[src/pkg/pph_pkg.sv]
package pph_pkg;
    // Clock rate of the block.
    localparam int CLK_MHZ = 25;
    localparam int CLK_NS = 1000 / CLK_MHZ;
    // Settling time for filtered cable inputs, least time, rounds up.
    localparam int SETTLE_NS = 50;
    localparam int SETTLE_CYC = (SETTLE_NS + CLK_NS - 1) / CLK_NS;
    // Data setup before the strobe falls, least time, rounds up.
    localparam int SETUP_NS = 600;
    localparam int SETUP_CYC = (SETUP_NS + CLK_NS - 1) / CLK_NS;
    // Strobe low pulse width in the FIFO mode, least time.
    localparam int PULSE_NS = 600;
    localparam int PULSE_CYC = (PULSE_NS + CLK_NS - 1) / CLK_NS;
    // Busy inactive to the next strobe in the FIFO mode, least time.
    localparam int GAP_NS = 680;
    localparam int GAP_CYC = (GAP_NS + CLK_NS - 1) / CLK_NS;
    localparam int CNT_W = 6;

    // Port operating modes.
    typedef enum logic [1:0] {
        PPH_MODE_COMPAT = 2'h0,
        PPH_MODE_FIFO = 2'h1,
        PPH_MODE_ECP = 2'h2,
        PPH_MODE_EPP = 2'h3
    } pph_mode_t;

    // Control lines driven toward the cable; strobe_n and write_n are active low names.
    typedef struct packed {
        logic strobe_n;
        logic auto_linefeed_line;
        logic write_n;
    } pph_ctl_t;

    // Status lines sampled from the cable.
    typedef struct packed {
        logic busy;
        logic ack_n;
        logic fault_n;
        logic wait_n;
    } pph_sts_t;
endpackage

[src/rtl/pph_port.sv]
`timescale 1ns/10ps
// Functional notes
// - FIFO mode ignores acknowledge and paces each byte on Busy only.
// - FIFO mode streams DMA bytes at near peak forward byte rate.
// - ECP forward idle: strobe held high, peripheral keeps Busy low.
// - Forward byte: Busy low, strobe low, Busy high, strobe high, Busy low.
// - Data is stable for the setup interval before strobe falls.
// - ECP reverse idle: nACK high, host acknowledge line held low.
// - Reverse byte: ack low, nACK low, ack high, nACK high, ack low.
// - Drivers open-drain in compatible mode, push-pull in ECP mode.
// - Driver type switches without glitching any output line.
// - nWAIT counts as settled only after 50 ns without transition.
// - nWRITE stays inactive high whenever no EPP write is running.
module pph_port
    import pph_pkg::*;
(
    input wire logic clk, // System clock, 25 MHz.
    input wire logic srst, // Synchronous reset, active high.
    input wire pph_mode_t mode, // Operating mode.
    input wire logic reverse_req, // Ask for reverse direction in ECP.
    input wire logic [7:0] tx_data, // Byte to send.
    input wire logic tx_valid, // Byte offered.
    output logic tx_ready, // Byte taken this cycle.
    input wire logic epp_wr_start, // Start an EPP write of tx_data.
    output logic [7:0] rx_data, // Last byte received in reverse.
    output logic rx_valid, // One-cycle pulse with rx_data.
    output logic periph_req, // Synchronised, unfiltered peripheral reverse request.
    output logic wait_settled_n, // Filtered nWAIT level.
    output logic busy_o, // Transfer engine not idle.
    input wire logic [7:0] data_i, // Data pins in.
    output logic [7:0] data_o, // Data pins out.
    output logic [7:0] data_oe, // Data pin drive enables.
    output pph_ctl_t ctl_o, // Control pins out.
    output logic [2:0] ctl_oe, // Control pin drive enables.
    input wire pph_sts_t sts_i // Status pins in, asynchronous.
);
    typedef enum logic [2:0] {
        S_IDLE, S_SETUP, S_STB, S_WAIT_HI, S_WAIT_LO, S_REV, S_REV_HI
    } pph_state_t;

    function automatic logic [CNT_W-1:0] cyc(input int n);
        cyc = CNT_W'(n);
    endfunction

    pph_sts_t sync1_reg, sync2_reg;
    logic [7:0] din1_reg, din2_reg;
    logic wait_last_reg, wait_reg;
    logic [CNT_W-1:0] wait_cnt_reg;
    pph_state_t st_reg;
    logic [CNT_W-1:0] cnt_reg;
    logic [7:0] dout_reg;
    pph_ctl_t ctl_reg;
    logic pushpull_reg, epp_wr_reg;
    logic [7:0] rx_reg;
    logic rx_v_reg;

    // Two-flop synchronisers; the first stage is read by nothing else.
    always_ff @(posedge clk) begin
        sync1_reg <= sts_i;
        sync2_reg <= sync1_reg;
        din1_reg <= data_i;
        din2_reg <= din1_reg;
    end

    // Deglitch nWAIT so cable ringing cannot end a cycle early.
    always_ff @(posedge clk) begin
        if (srst) begin
            wait_last_reg <= 1'b1;
            wait_reg <= 1'b1;
            wait_cnt_reg <= '0;
        end else if (sync2_reg.wait_n != wait_last_reg) begin
            wait_last_reg <= sync2_reg.wait_n;
            wait_cnt_reg <= '0;
        end else if (wait_cnt_reg < cyc(SETTLE_CYC)) begin
            wait_cnt_reg <= wait_cnt_reg + cyc(1);
        end else begin
            wait_reg <= wait_last_reg;
        end
    end

    // Switch driver type only while idle with lines at their idle
    // levels, so the level driven never changes during the swap.
    always_ff @(posedge clk) begin
        if (srst) begin
            pushpull_reg <= 1'b0;
        end else if (st_reg == S_IDLE) begin
            pushpull_reg <= (mode == PPH_MODE_ECP);
        end
    end

    // Transfer engine for FIFO, ECP forward/reverse and EPP write.
    always_ff @(posedge clk) begin
        if (srst) begin
            st_reg <= S_IDLE;
            cnt_reg <= '0;
            dout_reg <= '0;
            ctl_reg <= '{strobe_n: 1'b1, auto_linefeed_line: 1'b1,
                         write_n: 1'b1};
            epp_wr_reg <= 1'b0;
            rx_reg <= '0;
            rx_v_reg <= 1'b0;
        end else begin
            rx_v_reg <= 1'b0;
            if (cnt_reg != '0) begin
                cnt_reg <= cnt_reg - cyc(1);
            end
            unique case (st_reg)
                S_IDLE: begin
                    ctl_reg.strobe_n <= 1'b1;
                    ctl_reg.write_n <= 1'b1;
                    ctl_reg.auto_linefeed_line <= 1'b1;
                    epp_wr_reg <= 1'b0;
                    if (mode == PPH_MODE_ECP && reverse_req) begin
                        ctl_reg.auto_linefeed_line <= 1'b0;
                        st_reg <= S_REV;
                    end else if (tx_valid && !sync2_reg.busy
                                 && cnt_reg == '0 && mode != PPH_MODE_EPP) begin
                        dout_reg <= tx_data;
                        cnt_reg <= cyc(SETUP_CYC);
                        st_reg <= S_SETUP;
                    end else if (mode == PPH_MODE_EPP && epp_wr_start
                                 && tx_valid && !wait_reg) begin
                        dout_reg <= tx_data;
                        ctl_reg.write_n <= 1'b0;
                        epp_wr_reg <= 1'b1;
                        st_reg <= S_WAIT_HI;
                    end
                end
                S_SETUP: begin
                    if (cnt_reg == '0) begin
                        ctl_reg.strobe_n <= 1'b0;
                        cnt_reg <= cyc(PULSE_CYC);
                        st_reg <= (mode == PPH_MODE_FIFO) ? S_STB : S_WAIT_HI;
                    end
                end
                S_STB: begin
                    if (cnt_reg == '0) begin
                        ctl_reg.strobe_n <= 1'b1;
                        st_reg <= S_WAIT_LO;
                    end
                end
                S_WAIT_HI: begin
                    if (epp_wr_reg) begin
                        if (wait_reg) begin
                            ctl_reg.write_n <= 1'b1;
                            st_reg <= S_IDLE;
                        end
                    end else if (sync2_reg.busy) begin
                        ctl_reg.strobe_n <= 1'b1;
                        st_reg <= S_WAIT_LO;
                    end
                end
                S_WAIT_LO: begin
                    if (!sync2_reg.busy) begin
                        cnt_reg <= cyc(GAP_CYC);
                        st_reg <= S_IDLE;
                    end
                end
                S_REV: begin
                    if (!reverse_req) begin
                        ctl_reg.auto_linefeed_line <= 1'b1;
                        st_reg <= S_IDLE;
                    end else if (!sync2_reg.ack_n) begin
                        rx_reg <= din2_reg;
                        ctl_reg.auto_linefeed_line <= 1'b1;
                        st_reg <= S_REV_HI;
                    end
                end
                S_REV_HI: begin
                    if (sync2_reg.ack_n) begin
                        ctl_reg.auto_linefeed_line <= 1'b0;
                        rx_v_reg <= 1'b1;
                        st_reg <= S_REV;
                    end
                end
            endcase
        end
    end

    // Open-drain drives only lows; push-pull drives both levels.
    always_comb begin
        data_o = dout_reg;
        ctl_o = ctl_reg;
        if (pushpull_reg || st_reg == S_REV || st_reg == S_REV_HI) begin
            data_oe = (st_reg == S_REV || st_reg == S_REV_HI) ? 8'h00 : 8'hff;
            ctl_oe = 3'h7;
        end else begin
            data_oe = ~dout_reg;
            ctl_oe = ~ctl_reg;
        end
    end

    // Handshake and status outputs.
    assign tx_ready = (st_reg == S_IDLE) && !srst
        && ((mode != PPH_MODE_EPP && !(mode == PPH_MODE_ECP && reverse_req)
             && !sync2_reg.busy && cnt_reg == '0)
            || (mode == PPH_MODE_EPP && epp_wr_start && !wait_reg));
    assign rx_data = rx_reg;
    assign rx_valid = rx_v_reg;
    assign periph_req = !sync2_reg.fault_n;
    assign wait_settled_n = wait_reg;
    assign busy_o = (st_reg != S_IDLE);
endmodule

[config.mk]
export PLATFORM = sky130hd
export DESIGN_NAME = pph_port
export DESIGN_NICKNAME = d
export VERILOG_FILES = /design/src/pkg/pph_pkg.sv /design/src/rtl/pph_port.sv
export SDC_FILE = /design/constraint.sdc
export NUM_CORES = 1
export LEC_CHECK = 0
export CAP_MARGIN = 10
export CORE_MARGIN = 2
export CORE_UTILIZATION = 40
export CTS_BUF_LIST = sky130_fd_sc_hd__clkbuf_8
export CTS_CLUSTER_DIAMETER = 150
export DETAILED_ROUTE_END_ITERATION = 7
export DONT_BUFFER_PORTS = 1
export PLACE_DENSITY_LB_ADDON = 0.1
export SETUP_SLACK_MARGIN = 0.1
export SLEW_MARGIN = 20
export SYNTH_ARGS = -nofsm -noshare
export SYNTH_HDL_FRONTEND = slang
export SYNTH_SLANG_ARGS = --single-unit
export TNS_END_PERCENT = 20
[constraint.sdc]
create_clock -name clk -period 1.69 [get_ports clk]
set_input_delay 0.169 -clock clk [delete_from_list [all_inputs] [get_ports clk]]
set_output_delay 0.169 -clock clk [all_outputs]
set_load 0.01 [all_outputs]
==> flow_results.xml <==
<?xml version="1.0" encoding="UTF-8"?>
<metrics>
  <group name="outcome">
    <metric name="outcome" unit="">finished, violations left</metric>
    <metric name="failed_checks" unit="">setup timing</metric>
  </group>
  <group name="clock_network">
    <metric name="clock_sink_count" unit="">63</metric>
    <metric name="ctsRootBufferMaster" unit="">sky130_fd_sc_hd__clkbuf_8</metric>
    <metric name="ctsLongestPathBuffers" unit="">2</metric>
    <metric name="worst_skew_pair.late_latency" unit="ns">0.34</metric>
    <metric name="clock_tree.htree_level_count" unit="">3</metric>
    <metric name="cts.clk_slew.worst_paths" unit="ns">0.08</metric>
    <metric name="numCtsBuffers" unit="">9</metric>
    <metric name="cts_tree" unit="">done</metric>
  </group>
  <group name="setup_path">
    <metric name="required" unit="ns">1.52</metric>
    <metric name="crit_fanout" unit="">2</metric>
    <metric name="timing.critical_path.from" unit="">cnt_reg[1]$_SDFF_PP0_</metric>
    <metric name="timing.rr.start" unit="">cnt_reg[1]$_SDFF_PP0_</metric>
    <metric name="timing.setup.critical_path_class" unit="">reg -&gt; out</metric>
    <metric name="worst_ep_arrival_time" unit="ns">1.88</metric>
    <metric name="critical_path.startpoint_type" unit="">register</metric>
    <metric name="crit_path_end_kind" unit="">output pin</metric>
  </group>
  <group name="global_routing">
    <metric name="global_route.overflow_total" unit="">0</metric>
    <metric name="first_global_vias" unit="">1874</metric>
    <metric name="largest_net_degree_at_the_start_of_global_routing" unit="">32</metric>
    <metric name="grt_antenna_before_repair" unit="">0</metric>
    <metric name="grt.total_usage" unit="%">18.3</metric>
    <metric name="wire_length_of_the_first_global_routing_pass" unit="µm">9070</metric>
  </group>
  <group name="floorplanning">
    <metric name="initial_core_util" unit="%">41.0</metric>
    <metric name="floorplan.core_area" unit="mm²">0.00589</metric>
    <metric name="die_area" unit="mm²">0.00667</metric>
    <metric name="placement_rows" unit="">28</metric>
    <metric name="dieHeight" unit="µm">81.7</metric>
    <metric name="io_pins" unit="">62</metric>
    <metric name="floorplan.die.width" unit="µm">81.7</metric>
  </group>
  <group name="route">
    <metric name="route.antenna.remaining_nets" unit="">0</metric>
    <metric name="number_of_remaining_drc_errors" unit="">0</metric>
    <metric name="routed_wirelength" unit="µm">5780</metric>
    <metric name="route.detailed.wl_per_inst" unit="µm">15.2</metric>
    <metric name="detail_route.iter0.violations" unit="">122</metric>
    <metric name="viasPerCell" unit="">5.19</metric>
    <metric name="drt_pass1_iterations" unit="">4</metric>
    <metric name="detailroute.via_count" unit="">1974</metric>
  </group>
  <group name="logic_synthesis">
    <metric name="post_synth.cell_area_avg" unit="µm²">9.74</metric>
    <metric name="ys.flop_type" unit="">sky130_fd_sc_hd__dfxtp_1</metric>
    <metric name="synth.yosys.seq_area_share" unit="%">52.2</metric>
    <metric name="synthCells" unit="">248</metric>
    <metric name="synth_nets" unit="">278</metric>
    <metric name="synth_top_cell_area_share" unit="%">52.2</metric>
    <metric name="synthesis_warnings" unit="">0</metric>
    <metric name="post_synth_instance_area" unit="mm²">0.00241</metric>
    <metric name="synth_area_leaders" unit="">sky130_fd_sc_hd__dfxtp_1 52%, sky130_fd_sc_hd__mux2i_1 7.5%, sky130_fd_sc_hd__a21oi_1 5.0%</metric>
    <metric name="synth-seq-cells" unit="">63</metric>
    <metric name="yosys.cell_types.count" unit="">47</metric>
    <metric name="synth_edf_count" unit="">0</metric>
    <metric name="synth_async_sr_flop_share" unit="%">0</metric>
    <metric name="synthDominantAreaCellType" unit="">sky130_fd_sc_hd__dfxtp_1</metric>
  </group>
  <group name="final_layout">
    <metric name="synthToLayoutAreaGrowth" unit="%">35.9</metric>
    <metric name="finalNetCount" unit="">330</metric>
    <metric name="layout_common_cells" unit="">59 x sky130_fd_sc_hd__dfxtp_1, 24 x sky130_fd_sc_hd__nor2_1, 23 x sky130_fd_sc_hd__buf_4</metric>
    <metric name="layout_commonest_cell" unit="">sky130_fd_sc_hd__dfxtp_1</metric>
    <metric name="diodes" unit="">0</metric>
    <metric name="finish.utilization" unit="%">55.7</metric>
    <metric name="multi_input_comb_area" unit="mm²">0.00122</metric>
    <metric name="drive_gt1_share" unit="%">28.5</metric>
    <metric name="seq_area" unit="mm²">0.00127</metric>
    <metric name="n_fill_cell" unit="">517</metric>
  </group>
  <group name="placed_design">
    <metric name="port_buffers" unit="">0</metric>
    <metric name="gp_congestion" unit="">0.858</metric>
    <metric name="detailed_place_hpwl" unit="µm">3760</metric>
  </group>
  <group name="pwr">
    <metric name="power.density" unit="mW/mm²">1530</metric>
    <metric name="leakagePower" unit="nW">1.28</metric>
    <metric name="worst_ir_drop_vdd" unit="µV">804</metric>
  </group>
  <group name="min_path">
    <metric name="worstHoldStart" unit="">srst</metric>
    <metric name="hold_path.class" unit="">in -&gt; reg</metric>
  </group>
  <group name="timing">
    <metric name="period_minus_slack" unit="ns">2.04</metric>
    <metric name="hold_viol_final" unit="">0</metric>
    <metric name="timing.fmax" unit="MHz">489</metric>
    <metric name="final_slew_viol_count" unit="">0</metric>
    <metric name="layout_worst_path_cycle_share" unit="%">121</metric>
    <metric name="setup_viol" unit="">12</metric>
    <metric name="worst_slew_slack_as_a_fraction_of_its_limit" unit="%">65.9</metric>
    <metric name="post_route_hold_slack" unit="ns">0.0288</metric>
    <metric name="layout_setup_ws" unit="ns">-0.354</metric>
    <metric name="skew" unit="ns">0.0125</metric>
    <metric name="max_slew.worst_pin.slew" unit="ns">0.510</metric>
    <metric name="rsz0062_at_grt" unit="">yes</metric>
  </group>
  <group name="run">
    <metric name="max_cap_check_violation_count" unit="">0</metric>
  </group>
</metrics>
==> per-layer routing <==
layer | part of all wire, % | up-vias | global-route usage (%)
met2 | 46 | 67 | 27.7
met3 | 7.9 | 6 | 6.92
met5 | 0 | - | 0
met4 | 1.1 | 0 | 7.00
li1 | - | 972 | -
met1 | 45 | 929 | 23.6
==> Yosys cell counts, types with 2 or more instances <==
| library cell | n |
|---|---|
| sky130_fd_sc_hd__buf_2 | 3 |
| sky130_fd_sc_hd__o22ai_1 | 2 |
| sky130_fd_sc_hd__a31oi_1 | 4 |
| sky130_fd_sc_hd__nand3_1 | 10 |
| sky130_fd_sc_hd__a21oi_1 | 24 |
| sky130_fd_sc_hd__and2_1 | 4 |
| sky130_fd_sc_hd__a21o_1 | 2 |
| sky130_fd_sc_hd__nor3_1 | 8 |
| sky130_fd_sc_hd__nand2_1 | 12 |
| sky130_fd_sc_hd__dfxtp_1 | 63 |
| sky130_fd_sc_hd__nor2_1 | 26 |
| sky130_fd_sc_hd__o21ai_0 | 8 |
| sky130_fd_sc_hd__mux2i_1 | 18 |
| sky130_fd_sc_hd__inv_1 | 9 |
| sky130_fd_sc_hd__a21boi_1 | 2 |
| sky130_fd_sc_hd__xnor2_1 | 2 |
| sky130_fd_sc_hd__or2_2 | 2 |
| sky130_fd_sc_hd__nand2b_1 | 7 |
| sky130_fd_sc_hd__ha_1 | 3 |
| sky130_fd_sc_hd__nand4_1 | 2 |
| sky130_fd_sc_hd__nor2b_1 | 5 |
| sky130_fd_sc_hd__xor2_1 | 3 |
| sky130_fd_sc_hd__clkbuf_1 | 5 |
==> power breakdown <==
group / total (W) / internal [W] / switching [W]
Clock: 0.00118 / 0.000548 / 0.000632
Sequential: 0.00181 / 0.00166 / 0.000152
Combinational: 0.00203 / 0.000985 / 0.00105
Total: 0.00502 / 0.00319 / 0.00183
==> metrics by stage <==
| step | setup WS [ns] | setup TNS, ns | instance area, µm² | cells | power [W] |
|---|---|---|---|---|---|
| after floorplan | -0.139 | -0.139 | 2440 | 248 | 0.00296 |
| after global placement | -0.0617 | -0.586 | 2670 | 336 | 0.00348 |
| after detailed placement | -0.101 | -0.951 | 2670 | 336 | 0.00347 |
| after CTS | -0.419 | -1.81 | 3240 | 380 | 0.00498 |
| after global routing | -0.445 | -3.14 | 3280 | 380 | 0.00535 |
| final | -0.354 | -1.47 | 3280 | 380 | 0.00502 |
==> critical path: stages, from the launching register on <==
cell                       delay [ns]
sky130_fd_sc_hd__dfxtp_2         0.32
sky130_fd_sc_hd__inv_2           0.06
sky130_fd_sc_hd__ha_4            0.12
sky130_fd_sc_hd__nor3b_4         0.22
sky130_fd_sc_hd__nand2_4         0.06
sky130_fd_sc_hd__or4b_4          0.49
sky130_fd_sc_hd__a211oi_4        0.26
==> logic make-up after synthesis <==
group / count (synthesis) / share of synthesized area [%]
xor gates and xnor gates: 5 / 1.81
adders and majority gates: 3 / 1.55
AOI/OAI and AO/OA: 53 / 14.0
and+or+nand+nor: 87 / 19.7
DFF: 63 / 52.2
buffers and inverters: 19 / 3.26
muxes: 18 / 7.46
==> path summary, 6_finish.rpt <==
path | to | slack [ns] | cells after the start
max | tx_ready | -0.35 | 6
min | st_reg[2]$_SDFFE_PP0P_ | 0.03 | 3
max reg2reg | st_reg[0]$_SDFFE_PP0P_ | -0.13 | 9
min reg2reg | din2_reg[3]$_DFF_P_ | 0.32 | 0
==> what timing repair did <==
action	in CTS	in global routing
endpoints found under the setup margin	24	36
hold endpoints to repair	43	0
pin swaps	5	4
resized for setup	26	13
cloned	0	0
hold buffers	21	0
setup buffers	7	0
==> area by class of cell <==
cell class	instances	area share (%)
multi-input cells	166	37.2
clock inverters	7	1.75
flip-flops and latches	63	38.6
clock buffers	9	3.78
repair buffers	51	14.8
well taps	75	2.86
inverters	9	1.03
Note: power is estimated with default switching activity, not from simulation.
